==> src/include/scri_defs.svh <==
// constant macros for the secondary cache ram interface
// assumes inclusion by bare name from the include folder
`ifndef SCRI_DEFS_SVH
`define SCRI_DEFS_SVH
`define SCRI_LINE_W 16
`define SCRI_TAG_W 20
`define SCRI_MODE_SC_EN_BIT 12
`define SCRI_MODE_SINGLE_DESEL_BIT 15
`define SCRI_MODE_W 16
`define SCRI_WORDS_PER_LINE 4
`define SCRI_DOE_WAIT_MAX 8'h40
`define SCRI_CLEAR_CYCLES 8'h04
`endif

==> src/include/scri_pkg.sv <==
// types for the secondary cache ram interface
// assumes the defs header holds all numbers
package scri_pkg;
	typedef enum logic [8:0] {
		ST_IDLE = 9'h001,
		ST_CLEAR = 9'h002,
		ST_PROBE = 9'h004,
		ST_CHECK = 9'h008,
		ST_HIT = 9'h010,
		ST_REFILL = 9'h020,
		ST_TAGWR = 9'h040,
		ST_INVAL = 9'h080,
		ST_DESEL = 9'h100
	} scri_state_t;

	typedef enum logic [1:0] {
		OP_READ = 2'h0,
		OP_WRITE = 2'h1,
		OP_INVAL = 2'h2,
		OP_CLEAR = 2'h3
	} scri_op_t;
endpackage
==> src/hw/scri_ctrl.sv <==
// secondary cache ram control: strobes, line and word index, valid
// assumes external tag and data srams plus an agent, all on mclk
`timescale 1ns/1ps
`include "scri_defs.svh"
// Notes on behaviour
// - block clear output pulses low to invalidate all tag lines
// - nothing waits on block clear; lines are also invalidated singly
// - cache write enable goes low for every cache ram write
// - write enable and data chip enable come as two equal bit copies
// - data chip enable low makes data rams read the addressed word
// - refill write enable follows sampled data output enable
// - a 16-bit line index addresses tag and data rams
// - tag chip enable low starts probe, or write with write enable
// - tag latch enable captures tag for the later refill write
// - tag output enable low lets tag rams drive their contents
// - word index driven here on hits, by agent on refills
// - valid driven here to mark a line valid or invalid
// - interface used only when boot enable bit is one
// - boot bit picks dual or single cycle deselect rams
module scri_ctrl #(
	parameter int LINE_W = `SCRI_LINE_W,
	parameter int DOE_WAIT = `SCRI_DOE_WAIT_MAX
) (
	input wire logic mclk,
	input wire logic sys_rst,
	input wire logic clk_en,
	input wire logic mode_load,
	input wire logic [`SCRI_MODE_W-1:0] mode_bits,
	input wire logic req_valid,
	input wire logic [1:0] req_op,
	input wire logic [LINE_W-1:0] req_line,
	input wire logic [1:0] req_word,
	output logic req_ready,
	output logic resp_done,
	output logic resp_hit,
	output logic resp_timeout,
	output logic tag_block_clear_n,
	output logic [1:0] cache_ram_write_en_n,
	output logic [1:0] data_ram_chip_en_n,
	input wire logic data_ram_output_en_n,
	output logic [LINE_W-1:0] cache_line_index,
	input wire logic tag_hit,
	output logic tag_ram_chip_en_n,
	output logic tag_latch_en_n,
	output logic tag_ram_output_en_n,
	input wire logic [1:0] doubleword_index_i,
	output logic [1:0] doubleword_index_o,
	output logic doubleword_index_oe,
	input wire logic line_valid_i,
	output logic line_valid_o,
	output logic line_valid_oe,
	output logic sc_enabled
);
	// the wait counter is eight bits wide, so longer waits cannot be served
	if (LINE_W != `SCRI_LINE_W || DOE_WAIT < 1 || DOE_WAIT > 255) begin
		$error("scri_ctrl: unsupported parameters");
	end

	typedef struct packed {
		scri_pkg::scri_state_t st;
		scri_pkg::scri_op_t op;
		logic [LINE_W-1:0] line;
		logic [1:0] word;
		logic [7:0] cnt;
		logic [2:0] beats;
		logic ready;
		logic done;
		logic hit;
		logic tmo;
	} scri_ctl_t;
	scri_ctl_t st_q, st_d;

	// strobe vector: clr, cwe, dce, tce, tde, toe, word oe, valid oe, valid
	localparam int SW = 9;
	localparam logic [SW-1:0] S_IDLE = 9'h1f8;
	logic [SW-1:0] s_d, s_q;
	logic [LINE_W-1:0] line_q;
	logic [1:0] word_q;
	logic en, single_desel, doe_seen;

	scri_mode u_mode (
		.mclk(mclk),
		.sys_rst(sys_rst),
		.clk_en(clk_en),
		.mode_load(mode_load),
		.mode_bits(mode_bits),
		.sc_enabled(en),
		.single_desel(single_desel)
	);

	assign doe_seen = !data_ram_output_en_n;

	always_comb begin
		st_d = st_q;
		s_d = S_IDLE;
		if (clk_en) begin
			st_d.done = 1'b0;
			st_d.ready = 1'b0;
			unique case (st_q.st)
			scri_pkg::ST_IDLE: begin
				st_d.ready = en;
				if (req_valid && st_q.ready && en) begin
					st_d.ready = 1'b0;
					st_d.op = scri_pkg::scri_op_t'(req_op);
					st_d.line = req_line;
					st_d.word = req_word;
					st_d.cnt = 8'h00;
					st_d.hit = 1'b0;
					st_d.tmo = 1'b0;
					unique case (scri_pkg::scri_op_t'(req_op))
					scri_pkg::OP_CLEAR: st_d.st = scri_pkg::ST_CLEAR;
					scri_pkg::OP_INVAL: st_d.st = scri_pkg::ST_INVAL;
					default: st_d.st = scri_pkg::ST_PROBE;
					endcase
				end
			end
			scri_pkg::ST_CLEAR: begin
				s_d[8] = 1'b0;
				st_d.cnt = st_q.cnt + 8'h01;
				if (st_q.cnt == `SCRI_CLEAR_CYCLES - 8'h01) begin
					st_d.st = scri_pkg::ST_DESEL;
				end
			end
			scri_pkg::ST_PROBE: begin
				s_d[5] = 1'b0;
				// latch tag for a possible refill
				s_d[4] = 1'b0;
				s_d[6] = (st_q.op != scri_pkg::OP_READ);
				s_d[2] = 1'b1;
				st_d.st = scri_pkg::ST_CHECK;
			end
			scri_pkg::ST_CHECK: begin
				// tag rams drive valid and match
				s_d[3] = st_q.cnt[0];
				s_d[2] = 1'b1;
				st_d.cnt = st_q.cnt + 8'h01;
				// valid read from tag ram
				// sampled one cycle late: the output enable must be on the pins
				if (st_q.cnt[0]) begin
					st_d.cnt = 8'h00;
					st_d.hit = tag_hit && line_valid_i;
					if (tag_hit && line_valid_i) begin
						st_d.st = scri_pkg::ST_HIT;
					end else begin
						st_d.beats = 3'h0;
						st_d.st = scri_pkg::ST_REFILL;
					end
				end
			end
			scri_pkg::ST_HIT: begin
				s_d[2] = 1'b1;
				if (st_q.op == scri_pkg::OP_WRITE) begin
					s_d[7] = 1'b0;
					s_d[6] = 1'b0;
				end else begin
					s_d[6] = 1'b0;
				end
				st_d.st = scri_pkg::ST_DESEL;
			end
			scri_pkg::ST_REFILL: begin
				s_d[2] = 1'b0;
				s_d[6] = 1'b0;
				st_d.word = doubleword_index_i;
				st_d.cnt = st_q.cnt + 8'h01;
				// write paced by sampled output enable
				if (doe_seen) begin
					s_d[7] = 1'b0;
					st_d.cnt = 8'h00;
					st_d.beats = st_q.beats + 3'h1;
					if (st_q.beats == 3'(`SCRI_WORDS_PER_LINE - 1)) begin
						st_d.st = scri_pkg::ST_TAGWR;
					end
				end else if (st_q.cnt == 8'(DOE_WAIT - 1)) begin
					st_d.tmo = 1'b1;
					st_d.st = scri_pkg::ST_INVAL;
				end
			end
			scri_pkg::ST_TAGWR: begin
				s_d[5] = 1'b0;
				s_d[7] = 1'b0;
				s_d[1] = 1'b1;
				s_d[0] = 1'b1;
				st_d.st = scri_pkg::ST_DESEL;
			end
			scri_pkg::ST_INVAL: begin
				s_d[5] = 1'b0;
				s_d[7] = 1'b0;
				s_d[1] = 1'b1;
				s_d[0] = 1'b0;
				st_d.st = scri_pkg::ST_DESEL;
			end
			scri_pkg::ST_DESEL: begin
				// dual deselect adds an idle cycle
				st_d.cnt = st_q.cnt + 8'h01;
				if (single_desel || st_q.cnt[0]) begin
					st_d.done = 1'b1;
					st_d.cnt = 8'h00;
					st_d.st = scri_pkg::ST_IDLE;
				end
			end
			default: st_d.st = scri_pkg::ST_IDLE;
			endcase
			if (st_q.st == scri_pkg::ST_CLEAR && st_d.st == scri_pkg::ST_DESEL)
				st_d.cnt = 8'h00;
		end else begin
			s_d = s_q;
		end
	end

	always_ff @(posedge mclk) begin
		if (sys_rst) begin
			st_q <= '{st: scri_pkg::ST_IDLE, op: scri_pkg::OP_READ,
				default: '0};
		end else begin
			st_q <= st_d;
		end
	end

	scri_outreg #(.W(SW), .RST(S_IDLE)) u_strobe (
		.mclk(mclk),
		.sys_rst(sys_rst),
		.clk_en(clk_en),
		.d(s_d),
		.q(s_q)
	);

	scri_outreg #(.W(LINE_W + 2), .RST('0)) u_addr (
		.mclk(mclk),
		.sys_rst(sys_rst),
		.clk_en(clk_en),
		.d({st_d.line, st_d.word}),
		.q({line_q, word_q})
	);

	assign cache_ram_write_en_n = {2{s_q[7]}};
	assign data_ram_chip_en_n = {2{s_q[6]}};
	assign tag_block_clear_n = s_q[8];
	assign tag_ram_chip_en_n = s_q[5];
	assign tag_latch_en_n = s_q[4];
	assign tag_ram_output_en_n = s_q[3];
	assign doubleword_index_oe = s_q[2];
	assign line_valid_oe = s_q[1];
	assign line_valid_o = s_q[0];
	assign cache_line_index = line_q;
	assign doubleword_index_o = word_q;
	assign req_ready = st_q.ready;
	assign resp_done = st_q.done;
	assign resp_hit = st_q.hit;
	assign resp_timeout = st_q.tmo;
	assign sc_enabled = en;

	copies_equal_a: assert property (@(posedge mclk) disable iff (sys_rst)
		cache_ram_write_en_n[0] == cache_ram_write_en_n[1]
		&& data_ram_chip_en_n[0] == data_ram_chip_en_n[1])
		else $error("strobe copies differ");
	tce_excl_oe_a: assert property (@(posedge mclk) disable iff (sys_rst)
		!tag_ram_chip_en_n |-> tag_ram_output_en_n)
		else $error("tag enable with tag output enable");
	disabled_quiet_a: assert property (@(posedge mclk) disable iff (sys_rst)
		!sc_enabled && $past(!sc_enabled) && st_q.st == scri_pkg::ST_IDLE
		|=> tag_ram_chip_en_n && tag_block_clear_n)
		else $error("access while disabled");
	refill_write_a: assert property (@(posedge mclk) disable iff (sys_rst)
		clk_en && st_q.st == scri_pkg::ST_REFILL && !data_ram_output_en_n
		|=> !cache_ram_write_en_n[0])
		else $error("refill write not after doe");
	refill_nowrite_a: assert property (@(posedge mclk) disable iff (sys_rst)
		clk_en && st_q.st == scri_pkg::ST_REFILL && data_ram_output_en_n
		|=> cache_ram_write_en_n[0])
		else $error("refill write without doe");
	word_owner_a: assert property (@(posedge mclk) disable iff (sys_rst)
		clk_en && st_q.st == scri_pkg::ST_REFILL |=> !doubleword_index_oe)
		else $error("word driven during refill");
	clear_len_a: assert property (@(posedge mclk) disable iff (sys_rst)
		$fell(tag_block_clear_n) && clk_en |-> (!tag_block_clear_n)[*4])
		else $error("clear pulse short");
	tag_latch_a: assert property (@(posedge mclk) disable iff (sys_rst)
		!tag_latch_en_n |-> !tag_ram_chip_en_n)
		else $error("tag latch without probe");
	valid_drive_a: assert property (@(posedge mclk) disable iff (sys_rst)
		line_valid_oe |-> !tag_ram_chip_en_n && !cache_ram_write_en_n[0])
		else $error("valid driven outside tag write");
	hit_read_a: assert property (@(posedge mclk) disable iff (sys_rst)
		clk_en && st_q.st == scri_pkg::ST_HIT |=> !data_ram_chip_en_n[0])
		else $error("no data read on hit");
endmodule

==> src/hw/scri_mode.sv <==
// boot mode capture: takes enable and deselect style after reset release
// assumes mode_bits stable while mode_load pulses
`timescale 1ns/1ps
`include "scri_defs.svh"
module scri_mode (
	input wire logic mclk,
	input wire logic sys_rst,
	input wire logic clk_en,
	input wire logic mode_load,
	input wire logic [`SCRI_MODE_W-1:0] mode_bits,
	output logic sc_enabled,
	output logic single_desel
);
	typedef struct packed {
		logic en;
		logic sd;
	} scri_md_t;
	scri_md_t st_q, st_d;

	always_comb begin
		st_d = st_q;
		if (clk_en && mode_load) begin
			st_d.en = mode_bits[`SCRI_MODE_SC_EN_BIT];
			st_d.sd = mode_bits[`SCRI_MODE_SINGLE_DESEL_BIT];
		end
	end

	// reset holds the cache disabled until the strap is loaded
	always_ff @(posedge mclk) begin
		if (sys_rst) begin
			st_q <= '{en: 1'b0, sd: 1'b0};
		end else begin
			st_q <= st_d;
		end
	end

	assign sc_enabled = st_q.en;
	assign single_desel = st_q.sd;
endmodule

==> src/hw/scri_outreg.sv <==
// output flop stage: every ram strobe leaves through a register
// assumes one clock, synchronous reset, clock enable
`timescale 1ns/1ps
`include "scri_defs.svh"
module scri_outreg #(
	parameter int W = 8,
	parameter logic [W-1:0] RST = '0
) (
	input wire logic mclk,
	input wire logic sys_rst,
	input wire logic clk_en,
	input wire logic [W-1:0] d,
	output logic [W-1:0] q
);
	typedef struct packed {
		logic [W-1:0] v;
	} scri_or_t;
	scri_or_t st_q, st_d;

	always_comb begin
		st_d = st_q;
		if (clk_en) begin
			st_d.v = d;
		end
	end

	always_ff @(posedge mclk) begin
		if (sys_rst) begin
			st_q <= '{v: RST};
		end else begin
			st_q <= st_d;
		end
	end

	assign q = st_q.v;
endmodule

==> config.mk <==
export PLATFORM = sky130hd
export DESIGN_NAME = scri_ctrl
export DESIGN_NICKNAME = d
export VERILOG_FILES = /design/src/include/scri_pkg.sv /design/src/hw/scri_ctrl.sv /design/src/hw/scri_mode.sv /design/src/hw/scri_outreg.sv
export VERILOG_INCLUDE_DIRS = /design/src /design/src/include
export SDC_FILE = /design/constraint.sdc
export NUM_CORES = 1
export LEC_CHECK = 0
export BUFFER_PORTS_ARGS = -buffer_cell sky130_fd_sc_hd__buf_4
export CAP_MARGIN = 20
export CORE_ASPECT_RATIO = 0.6
export CORE_MARGIN = 2
export CORE_UTILIZATION = 50
export DETAILED_ROUTE_END_ITERATION = 12
export PLACE_DENSITY = 0.75
export SLEW_MARGIN = 40
export SYNTH_ARGS = -nofsm -noshare
export SYNTH_HDL_FRONTEND = slang
export SYNTH_SLANG_ARGS = --single-unit
==> constraint.sdc <==
create_clock -name mclk -period 3.25 [get_ports mclk]
set_input_delay 0.65 -clock mclk [delete_from_list [all_inputs] [get_ports mclk]]
set_output_delay 0.65 -clock mclk [all_outputs]
set_load 0.05 [all_outputs]
==> flow_metrics.tcl, run 1 <==
set metrics [dict create \
    required_ns 3.44 \
    slew_headroom_pct 47.5 \
    netlist_area_um2 3590 \
    dieArea_um2 7890 \
    critPathSlowestCell "or4b_2" \
    cts_tree "done" \
    antenna_found_initial 0 \
    timing.fmax_mhz 362 \
    yosysTopAreaCell "dfxtp_1" \
    cts_resized 0 \
    core_um2 6820 \
    endpoint_kind "flip-flop" \
    async_reset_ff_share_pct 0 \
    worstPathArrival_ns 2.96 \
    synth_edf_count 0 \
    place_hpwl_um 6470 \
    grt_overflow_total 0 \
    min_to "st_q[28]" \
    p_clk_share_pct 45.5 \
    first_global_vias 3085 \
    drt_iter0_markers 349 \
    portBuffers 65 \
    dp_cells 553 \
    path_delay_family "simple AND/OR/NAND/NOR gates" \
    cts_setup_buffers 0 \
    fin_area_um2 4350 \
    grt_max_degree 80 \
    wirelength_um 9330 \
    cts_hold_buffers 0 \
    synth-seq-cells 73 \
    finClkSkew_ns 0.00614 \
    syn_inst 430 \
    cts_root_buf "clkbuf_16" \
    die_h_um 69.6 \
    worstHoldStart "st_q[28]" \
    grt_use_total_pct 24.3 \
    yosysTopAreaCellShare_pct 40.7 \
    cp_max_fo 11 \
    crit_buf_inv 0 \
    hold_slack_ns 0.450 \
    whs_path_depth 2 \
    fin_crit_sh_pct 85.1 \
    drv_cap 0 \
    firstDrtPassIters 5 \
    grt_pass1_wl_um 15400 \
    antenna_left 0 \
    comb_power_share_pct 10.9 \
    fin_cells 569 \
    p_per_area_nw_per_um2 492 \
    worstSetupPathType "reg -> reg" \
    avgSynthCellArea_um2 8.35 \
    ys_seq_area_share_pct 40.7 \
    yosysMostFrequentCell "dfxtp_1" \
    die_w_um 113 \
    period_minus_slack_ns 2.76 \
    cts_htree_levels 3 \
    clk_pin_slew_ns 0.06 \
    routed_via_density 5.98 \
    synth_nets 480 \
    p_switching_mw 0.532 \
    p_leak_nw 1.58 \
    gp_congestion 0.921 \
    setup_tns_ns 0 \
    vias 3403 \
    synth_ff_type "dfxtp_1" \
    yosysUniqueCellTypes 61 \
    clock-sinks 73 \
    yosys_warnings 0 \
    max_stage_delay_ns 0.60 \
    wl_per_cell_um 16.4 \
    area_delta_synth_final_pct 21.3 \
    pwr-share-seq_pct 43.7 \
    clockBufferDepth 2 \
    r2r_setup_slack_ns 0.49 \
    tightest_slew_ns 0.787 \
    cts_made_buffers 9 \
    rsz0062_at_grt "no" \
    route.detailed.drc 0 \
    placed_area_um2 4060 \
    r2r-end "st_q[14]" \
    start_kind "flip-flop" \
    reg2reg_depth 6 \
    crit_chain "ha_1 -> or4b_2 -> nor4_1 -> nand2_1 -> o21ai_0 -> o221ai_1" \
    clkLatencyLatePin_ns 0.33 \
    run_status "finished, final reports clean" \
    setup_viol_count_final 0 \
    nets 527 \
    num_antenna_cells 0 \
    swShare_pct 24.8 \
    r2r-start "st_q[7]" \
    synth_common_cells "dfxtp_1, nand2_1, nor2_1, a21oi_1, clkbuf_1" \
    start_util_pct 52.6 \
    ir_worst_vdd_uv 353 \
    io_pins 80 \
    internal_power_mw 1.61 \
    slew_violations 0 \
    p_total_mw 2.14 \
    rows 23 \
    yosys-top-cells-area "dfxtp_1, nand2_1, mux2i_1, a21oi_1, nor2_1" \
    drive_gt1_share_pct 21.2 \
    hold_viol_final 0 \
    holdCritPathClass "reg -> reg" \
]
==> power by group through the flow <==
stage	registers (mW)	logic, mW	clock network, mW
3_3_place_gp	0.953	0.228	0
2_1_floorplan	0.997	0.110	0
5_1_grt	0.938	0.250	1.03
6_report	0.936	0.233	0.974
3_5_place_dp	0.954	0.231	0
4_1_cts	0.935	0.232	0.989
==> worst max-delay path by stage <==
| stage | to | start | depth (start not counted) | slack [ns] |
|---|---|---|---|---|
| 6_report | st_q[14] | st_q[7] | 6 | 0.49 |
| 5_1_grt | st_q[13] | st_q[7] | 6 | 0.36 |
| 2_1_floorplan | st_q[9] | st_q[39] | 8 | 1.14 |
| 4_1_cts | st_q[14] | st_q[7] | 6 | 0.60 |
| 3_5_place_dp | st_q[13] | st_q[7] | 6 | 0.62 |
| 3_3_place_gp | st_q[11] | st_q[7] | 6 | 0.74 |
==> worst reg2reg max path, stage by stage (launching register included) <==
cell	delay, ns
dfxtp_1	0.58
ha_1	0.32
or4b_2	0.60
nor4_1	0.46
nand2_1	0.25
o21ai_0	0.26
o221ai_1	0.16
==> layout make-up <==
cell class / instances / area [um2]
clock buffers: 13 / 250
clock inverters: 3 / 40.0
fillers: 609 / 2470
inverters: 7 / 26.3
multi-input cells: 314 / 1930
flip-flops and latches: 73 / 1460
well taps: 87 / 109
repair buffers: 72 / 541
==> flip-flops by register name, indices dropped and copies added (netlist names) <==
signal and cells:
req_ready 1, resp_done 1, resp_hit 1, resp_timeout 1, st_q 40, u_addr.q 18
u_mode.sc_enabled 1, u_mode.single_desel 1, u_strobe.q 9
==> cell usage in the layout, fill, tap and decap left out, types with 4 or more instances in the layout <==
cell type,count
and3_1,4
or3_1,4
a21oi_1,35
nand4_1,6
o21ai_0,12
buf_4,72
a211oi_1,19
nand3_1,15
mux2i_1,18
dfxtp_1,73
a22oi_1,5
or2_2,4
nand2b_1,7
ha_1,4
clkbuf_16,9
nor3_1,14
nor2_1,46
inv_1,7
nand2_1,53
==> cells by family after synthesis <==
group	Yosys count	share of synthesized area [%]
adder cells (fa/ha/maj)	4	1.39
multiplexers	18	5.02
flip-flops	73	40.7
AND/OR/NAND/NOR	184	26.5
XOR/XNOR	3	0.732
buffers and inverters	43	5.58
AO/OA/AOI/OAI	105	20.1
==> per-stage QoR <==
stage	utilization [%]	worst slack (ns)
2_1_floorplan	-	1.14
3_3_place_gp	59.6	0.740
3_5_place_dp	59.6	0.617
4_1_cts	63.8	0.596
5_1_grt	63.8	0.360
6_report	63.8	0.486
==> layer usage <==
layer,GRT usage (%),vias up,part of all wire (%)
met4,6.23,0,0.91
li1,-,1658,-
met2,33.5,185,43
met5,0,-,0
met1,36.3,1550,46
met3,7.78,10,10
(Power assumes the default switching activity.)
==> inputs of run 2 (changes only) <==
Settings changed: BUFFER_PORTS_ARGS -buffer_cell sky130_fd_sc_hd__buf_4 to default, DONT_BUFFER_PORTS from default to 1, PLACE_DENSITY 0.75 to default.
==> run 2 against run 1 <==
Effect of this change:
- critical path depth is the same
- utilization is 5.9 points lower
- routed wire length down 3.1%
- clock-buffer cell count is 1 lower
- critical endpoint is now st_q[11]
- largest cell class unchanged
==> flow_metrics.tcl, run 2 (same netlist as run 1, synthesis figures left out) <==
set metrics [dict create \
    largest_register "st_q" \
    cts_made_buffers 9 \
    die_w_um 113 \
    area_delta_synth_final_pct 10.0 \
    antenna_found_initial 0 \
    fin_crit_sh_pct 82.0 \
    io_pins 80 \
    die_h_um 69.6 \
    slew_headroom_pct 46.3 \
    final_common_cell "dfxtp_1" \
    vias 3121 \
    tightest_slew_ns 0.798 \
    grt_max_degree 80 \
    cts_hold_buffers 0 \
    period_minus_slack_ns 2.66 \
    route.detailed.drc 0 \
    antenna_left 0 \
    swShare_pct 22.4 \
    cts_htree_levels 3 \
    dieArea_um2 7890 \
    rows 23 \
    start_util_pct 52.6 \
    core_um2 6820 \
    worstHoldStart "sys_rst" \
    grt_overflow_total 0 \
    first_global_vias 2744 \
    drv_cap 0 \
    cp_max_fo 11 \
    wl_per_cell_um 17.9 \
    clockBufferDepth 2 \
    run_status "finished, final reports clean" \
    finClkSkew_ns 0.00590 \
    portBuffers 0 \
    grt_pass1_wl_um 14300 \
    firstDrtPassIters 4 \
    grt_use_total_pct 23.2 \
    p_leak_nw 1.30 \
    p_total_mw 2.25 \
    placed_area_um2 3590 \
    cts_setup_buffers 0 \
    clk_pin_slew_ns 0.06 \
    drive_gt1_share_pct 10.3 \
    holdCritPathClass "in -> reg" \
    worstPathArrival_ns 2.86 \
    nets 464 \
    drt_iter0_markers 239 \
    num_antenna_cells 0 \
    largest_reg_flops 40 \
    comb_power_share_pct 4.3 \
    gp_congestion 0.868 \
    final_util_pct 57.9 \
    critPathSlowestCell "or4b_2" \
    p_per_area_nw_per_um2 571 \
    p_clk_share_pct 51.8 \
    crit_start "st_q[7]" \
    cts_resized 0 \
    max_stage_delay_ns 0.59 \
    hold_viol_final 0 \
    p_switching_mw 0.505 \
    slew_violations 0 \
    setup_tns_ns 0 \
    routed_via_density 6.17 \
    final_cell_mix "dfxtp_1, nand2_1, nor2_1" \
    pwr-share-seq_pct 43.9 \
    internal_power_mw 1.75 \
    crit_chain "ha_1 -> or4b_2 -> nor4_1 -> nand2_1 -> o21ai_0 -> o221ai_1" \
    cts_tree "done" \
    timing.fmax_mhz 375 \
    start_kind "flip-flop" \
    cts_root_buf "clkbuf_16" \
    endpoint_kind "flip-flop" \
    rsz0062_at_grt "no" \
    ir_worst_vdd_uv 356 \
    required_ns 3.45 \
    r2r-start "st_q[7]" \
    clkLatencyLatePin_ns 0.33 \
    setup_viol_count_final 0 \
    clock-sinks 73 \
    place_hpwl_um 6070 \
    wirelength_um 9040 \
    worstSetupPathType "reg -> reg" \
    fin_area_um2 3950 \
]
-- run 2: changes by cell type in the layout (fill, tap and decap cells not counted) --
cell / previous run / this run
buf_4: 72 / 9
bufinv_16: 1 / 3
clkbuf_1: 3 / 1
clkinv_2: 2 / 0
dfxtp_1: 73 / 71
dfxtp_2: 0 / 2
clkbuf_8: 1 / 2
clkinv_4: 0 / 1
-- run 2: final timing paths --
check / slack, ns / cells after the start / endpoint
worst max register to register: 0.59 / 6 / st_q[11]
worst min-delay path: 0.38 / 1 / resp_hit
worst max-delay path: 0.59 / 6 / st_q[11]
worst min register to register: 0.44 / 2 / st_q[32]
-- run 2: critical path: cells and delay by family, from the launching register on --
family | cells | cell delay (ns)
fa+ha+maj | 1 | 0.31
compound gates | 2 | 0.41
flops | 1 | 0.58
simple gates | 3 | 1.22
-- run 2: area by class of cell --
type,instances,area (um2)
Tap cell,87,109
Sequential cell,73,1460
Clock buffer,12,256
Timing Repair Buffer,9,67.6
Clock inverter,4,98.8
Inverter,7,26.3
Multi-Input combinational cell,314,1930
Fill cell,636,2870
-- run 2: per-stage QoR --
step | std cells | setup WS [ns] | hold WS, ns
after detailed placement | 490 | 0.656 | 0.437
after CTS | 506 | 0.638 | 0.371
after global routing | 506 | 0.289 | 0.368
after global placement | 490 | 0.646 | 0.431
after floorplan | 430 | 1.14 | 0.431
final | 506 | 0.586 | 0.381
-- run 2: power by group through the flow --
stage / Clock [mW] / Sequential [mW] / Combinational (mW)
global placement: 0 / 1.01 / 0.0934
floorplan: 0 / 0.997 / 0.110
global route: 1.23 / 0.992 / 0.108
finish: 1.17 / 0.989 / 0.0966
CTS: 1.18 / 0.989 / 0.0954
detailed placement: 0 / 1.01 / 0.0946
-- run 2: routing by layer --
| metal | GRT usage [%] | share of wire [%] | vias up |
|---|---|---|---|
| met1 | 36.8 | 52 | 1457 |
| li1 | - | - | 1526 |
| met2 | 28.8 | 39 | 132 |
| met3 | 7.95 | 8.6 | 6 |
| met5 | 0 | 0 | - |
| met4 | 5.83 | 0.75 | 0 |
==> inputs of run 3 (changes only) <==
Settings changed: PLACE_DENSITY from default to 0.68.
Clock period 3.25 ns to 2.3 ns, I/O delays scaled along.
==> run 3 against run 2 <==
Effect of this change:
- combinational power increased by 82%
- non-clock buffer count increased by 23
- setup slack got worse by 0.50 ns
- fmax increased by 21%
- utilization increased by 2.2 points
- via count increased by 4.4%
- final cell count increased by 4.7%
- clock-buffer cell count decreased by 1
- register-to-register slack got worse by 0.50 ns
- highest routed layer unchanged
==> flow_metrics.tcl, run 3 (same netlist as run 1, synthesis figures left out) <==
set metrics [dict create \
    slew_violations 0 \
    grt_overflow_total 0 \
    start_util_pct 52.6 \
    swShare_pct 24.3 \
    setup_tns_ns 0 \
    final_cell_mix "dfxtp_1, nand2_1, nor2_1" \
    cts_made_buffers 9 \
    worstPathArrival_ns 2.47 \
    largest_register "st_q" \
    cts_tree "done" \
    cts_hold_buffers 0 \
    grt_use_total_pct 24.3 \
    fill_cells 600 \
    clkLatencyLatePin_ns 0.34 \
    start_kind "flip-flop" \
    top_usage_layer "met1" \
    drt_iter0_markers 297 \
    routed_via_density 6.15 \
    place_hpwl_um 6570 \
    run_status "finished, final reports clean" \
    nets 488 \
    timing.fmax_mhz 453 \
    drive_gt1_share_pct 15.1 \
    max_stage_delay_ns 0.59 \
    grt_pass1_wl_um 15100 \
    pwr-share-seq_pct 46.7 \
    cts_htree_levels 3 \
    gp_congestion 0.914 \
    comb_power_share_pct 6.0 \
    finClkSkew_ns 0.00498 \
    cts_root_buf "clkbuf_16" \
    clk_pin_slew_ns 0.06 \
    use_met3_pct 8.04 \
    crit_chain "or4b_1 -> or4_4 -> a31oi_2 -> nand4_1 -> o221ai_1" \
    wl_per_cell_um 18.1 \
    slew_headroom_pct 62.5 \
    internal_power_mw 2.23 \
    fin_cells 530 \
    first_global_vias 2947 \
    antenna_found_initial 0 \
    num_antenna_cells 0 \
    route.detailed.drc 0 \
    p_leak_nw 1.39 \
    io_pins 80 \
    portBuffers 0 \
    rsz0062_at_grt "no" \
    dieArea_um2 7890 \
    worstSetupPathType "reg -> reg" \
    drv_cap 0 \
    use_met1_pct 35.9 \
    wirelength_um 9610 \
    antenna_left 0 \
    die_h_um 69.6 \
    firstDrtPassIters 5 \
    crit_buf_inv 0 \
    dp_cells 510 \
    final_common_cell "dfxtp_1" \
    vias 3258 \
    endpoint_kind "flip-flop" \
    ir_worst_vdd_uv 585 \
    grt_max_degree 80 \
    hold_viol_final 0 \
    p_switching_mw 0.717 \
    largest_reg_flops 40 \
    fin_crit_sh_pct 96.1 \
    clockBufferDepth 2 \
    rows 23 \
    cp_max_fo 5 \
    path_delay_family "simple AND/OR/NAND/NOR gates" \
    holdCritPathClass "in -> reg" \
    required_ns 2.56 \
    use_met2_pct 33.7 \
    p_clk_share_pct 47.3 \
    area_delta_synth_final_pct 14.2 \
    die_w_um 113 \
    core_um2 6820 \
    clock-sinks 73 \
    p_per_area_nw_per_um2 719 \
    tightest_slew_ns 0.562 \
    setup_viol_count_final 0 \
    critPathSlowestCell "or4_4" \
    period_minus_slack_ns 2.21 \
]
[run 3: cell types whose count changed in the layout (fill, tap and decap cells not counted), sizes merged]
| cell | previous run | this run |
|---|---|---|
| buf | 9 | 32 |
| bufinv | 3 | 1 |
| a31oi | 3 | 4 |
| clkbuf | 12 | 11 |
| clkinv | 1 | 2 |
| clkinvlp | 0 | 2 |
[run 3: what timing repair did]
action                                  CTS  global route
buffers inserted                          0             3
resized for setup                         0             3
endpoints found under the setup margin    0            19
hold endpoints to repair                  0             0
[run 3: path summary, 6_finish.rpt]
check        startpoint        to  slack, ns  depth (start not counted)
min reg2reg    st_q[29]  st_q[29]       0.44                          2
max            st_q[35]  st_q[11]       0.09                          5
max reg2reg    st_q[35]  st_q[11]       0.09                          5
min             sys_rst   st_q[9]       0.19                          1
[run 3: cell type report]
| type | instances | area [um2] | share of cell area [%] |
|---|---|---|---|
| multi-input combinational | 315 | 1950 | 47.6 |
| sequential | 73 | 1460 | 35.7 |
| timing repair buffer | 32 | 253 | 6.17 |
| clock buffer | 11 | 243 | 5.93 |
| tap | 87 | 109 | 2.66 |
| clock inverter | 5 | 55.1 | 1.34 |
| inverter | 7 | 26.3 | 0.641 |
[run 3: worst register-to-register path, cell delays in order, from the launching register on]
cell and delay (ns):
dfxtp_1 0.39, or4b_1 0.59, or4_4 0.59, a31oi_2 0.33
nand4_1 0.14, o221ai_1 0.09
[run 3: per-stage QoR]
step                      setup slack, ns  power [mW]  cell area (um2)  utilization, %  hold slack [ns]
final                              0.0903        2.94             4100            60.1            0.188
after global routing              0.00300        3.04             4100            60.1            0.176
after CTS                          0.0642        2.96             4050            59.4            0.174
after detailed placement           0.0776        1.57             3750            55.0            0.439
after global placement              0.106        1.57             3750            55.0            0.431
after floorplan                     0.186        1.56             3590               -            0.431
[run 3: power by group through the flow]
stage	combinational [mW]	sequential, mW	clock [mW]
after floorplan	0.155	1.41	0
after global placement	0.167	1.40	0
after detailed placement	0.171	1.40	0
after CTS	0.172	1.38	1.41
after global routing	0.194	1.38	1.47
final	0.176	1.38	1.39
[run 3: metal layers]
metal	vias up	part of all wire, %
met5	-	0
met4	0	0.85
met3	9	8.7
met2	132	41
met1	1529	49
li1	1588	-
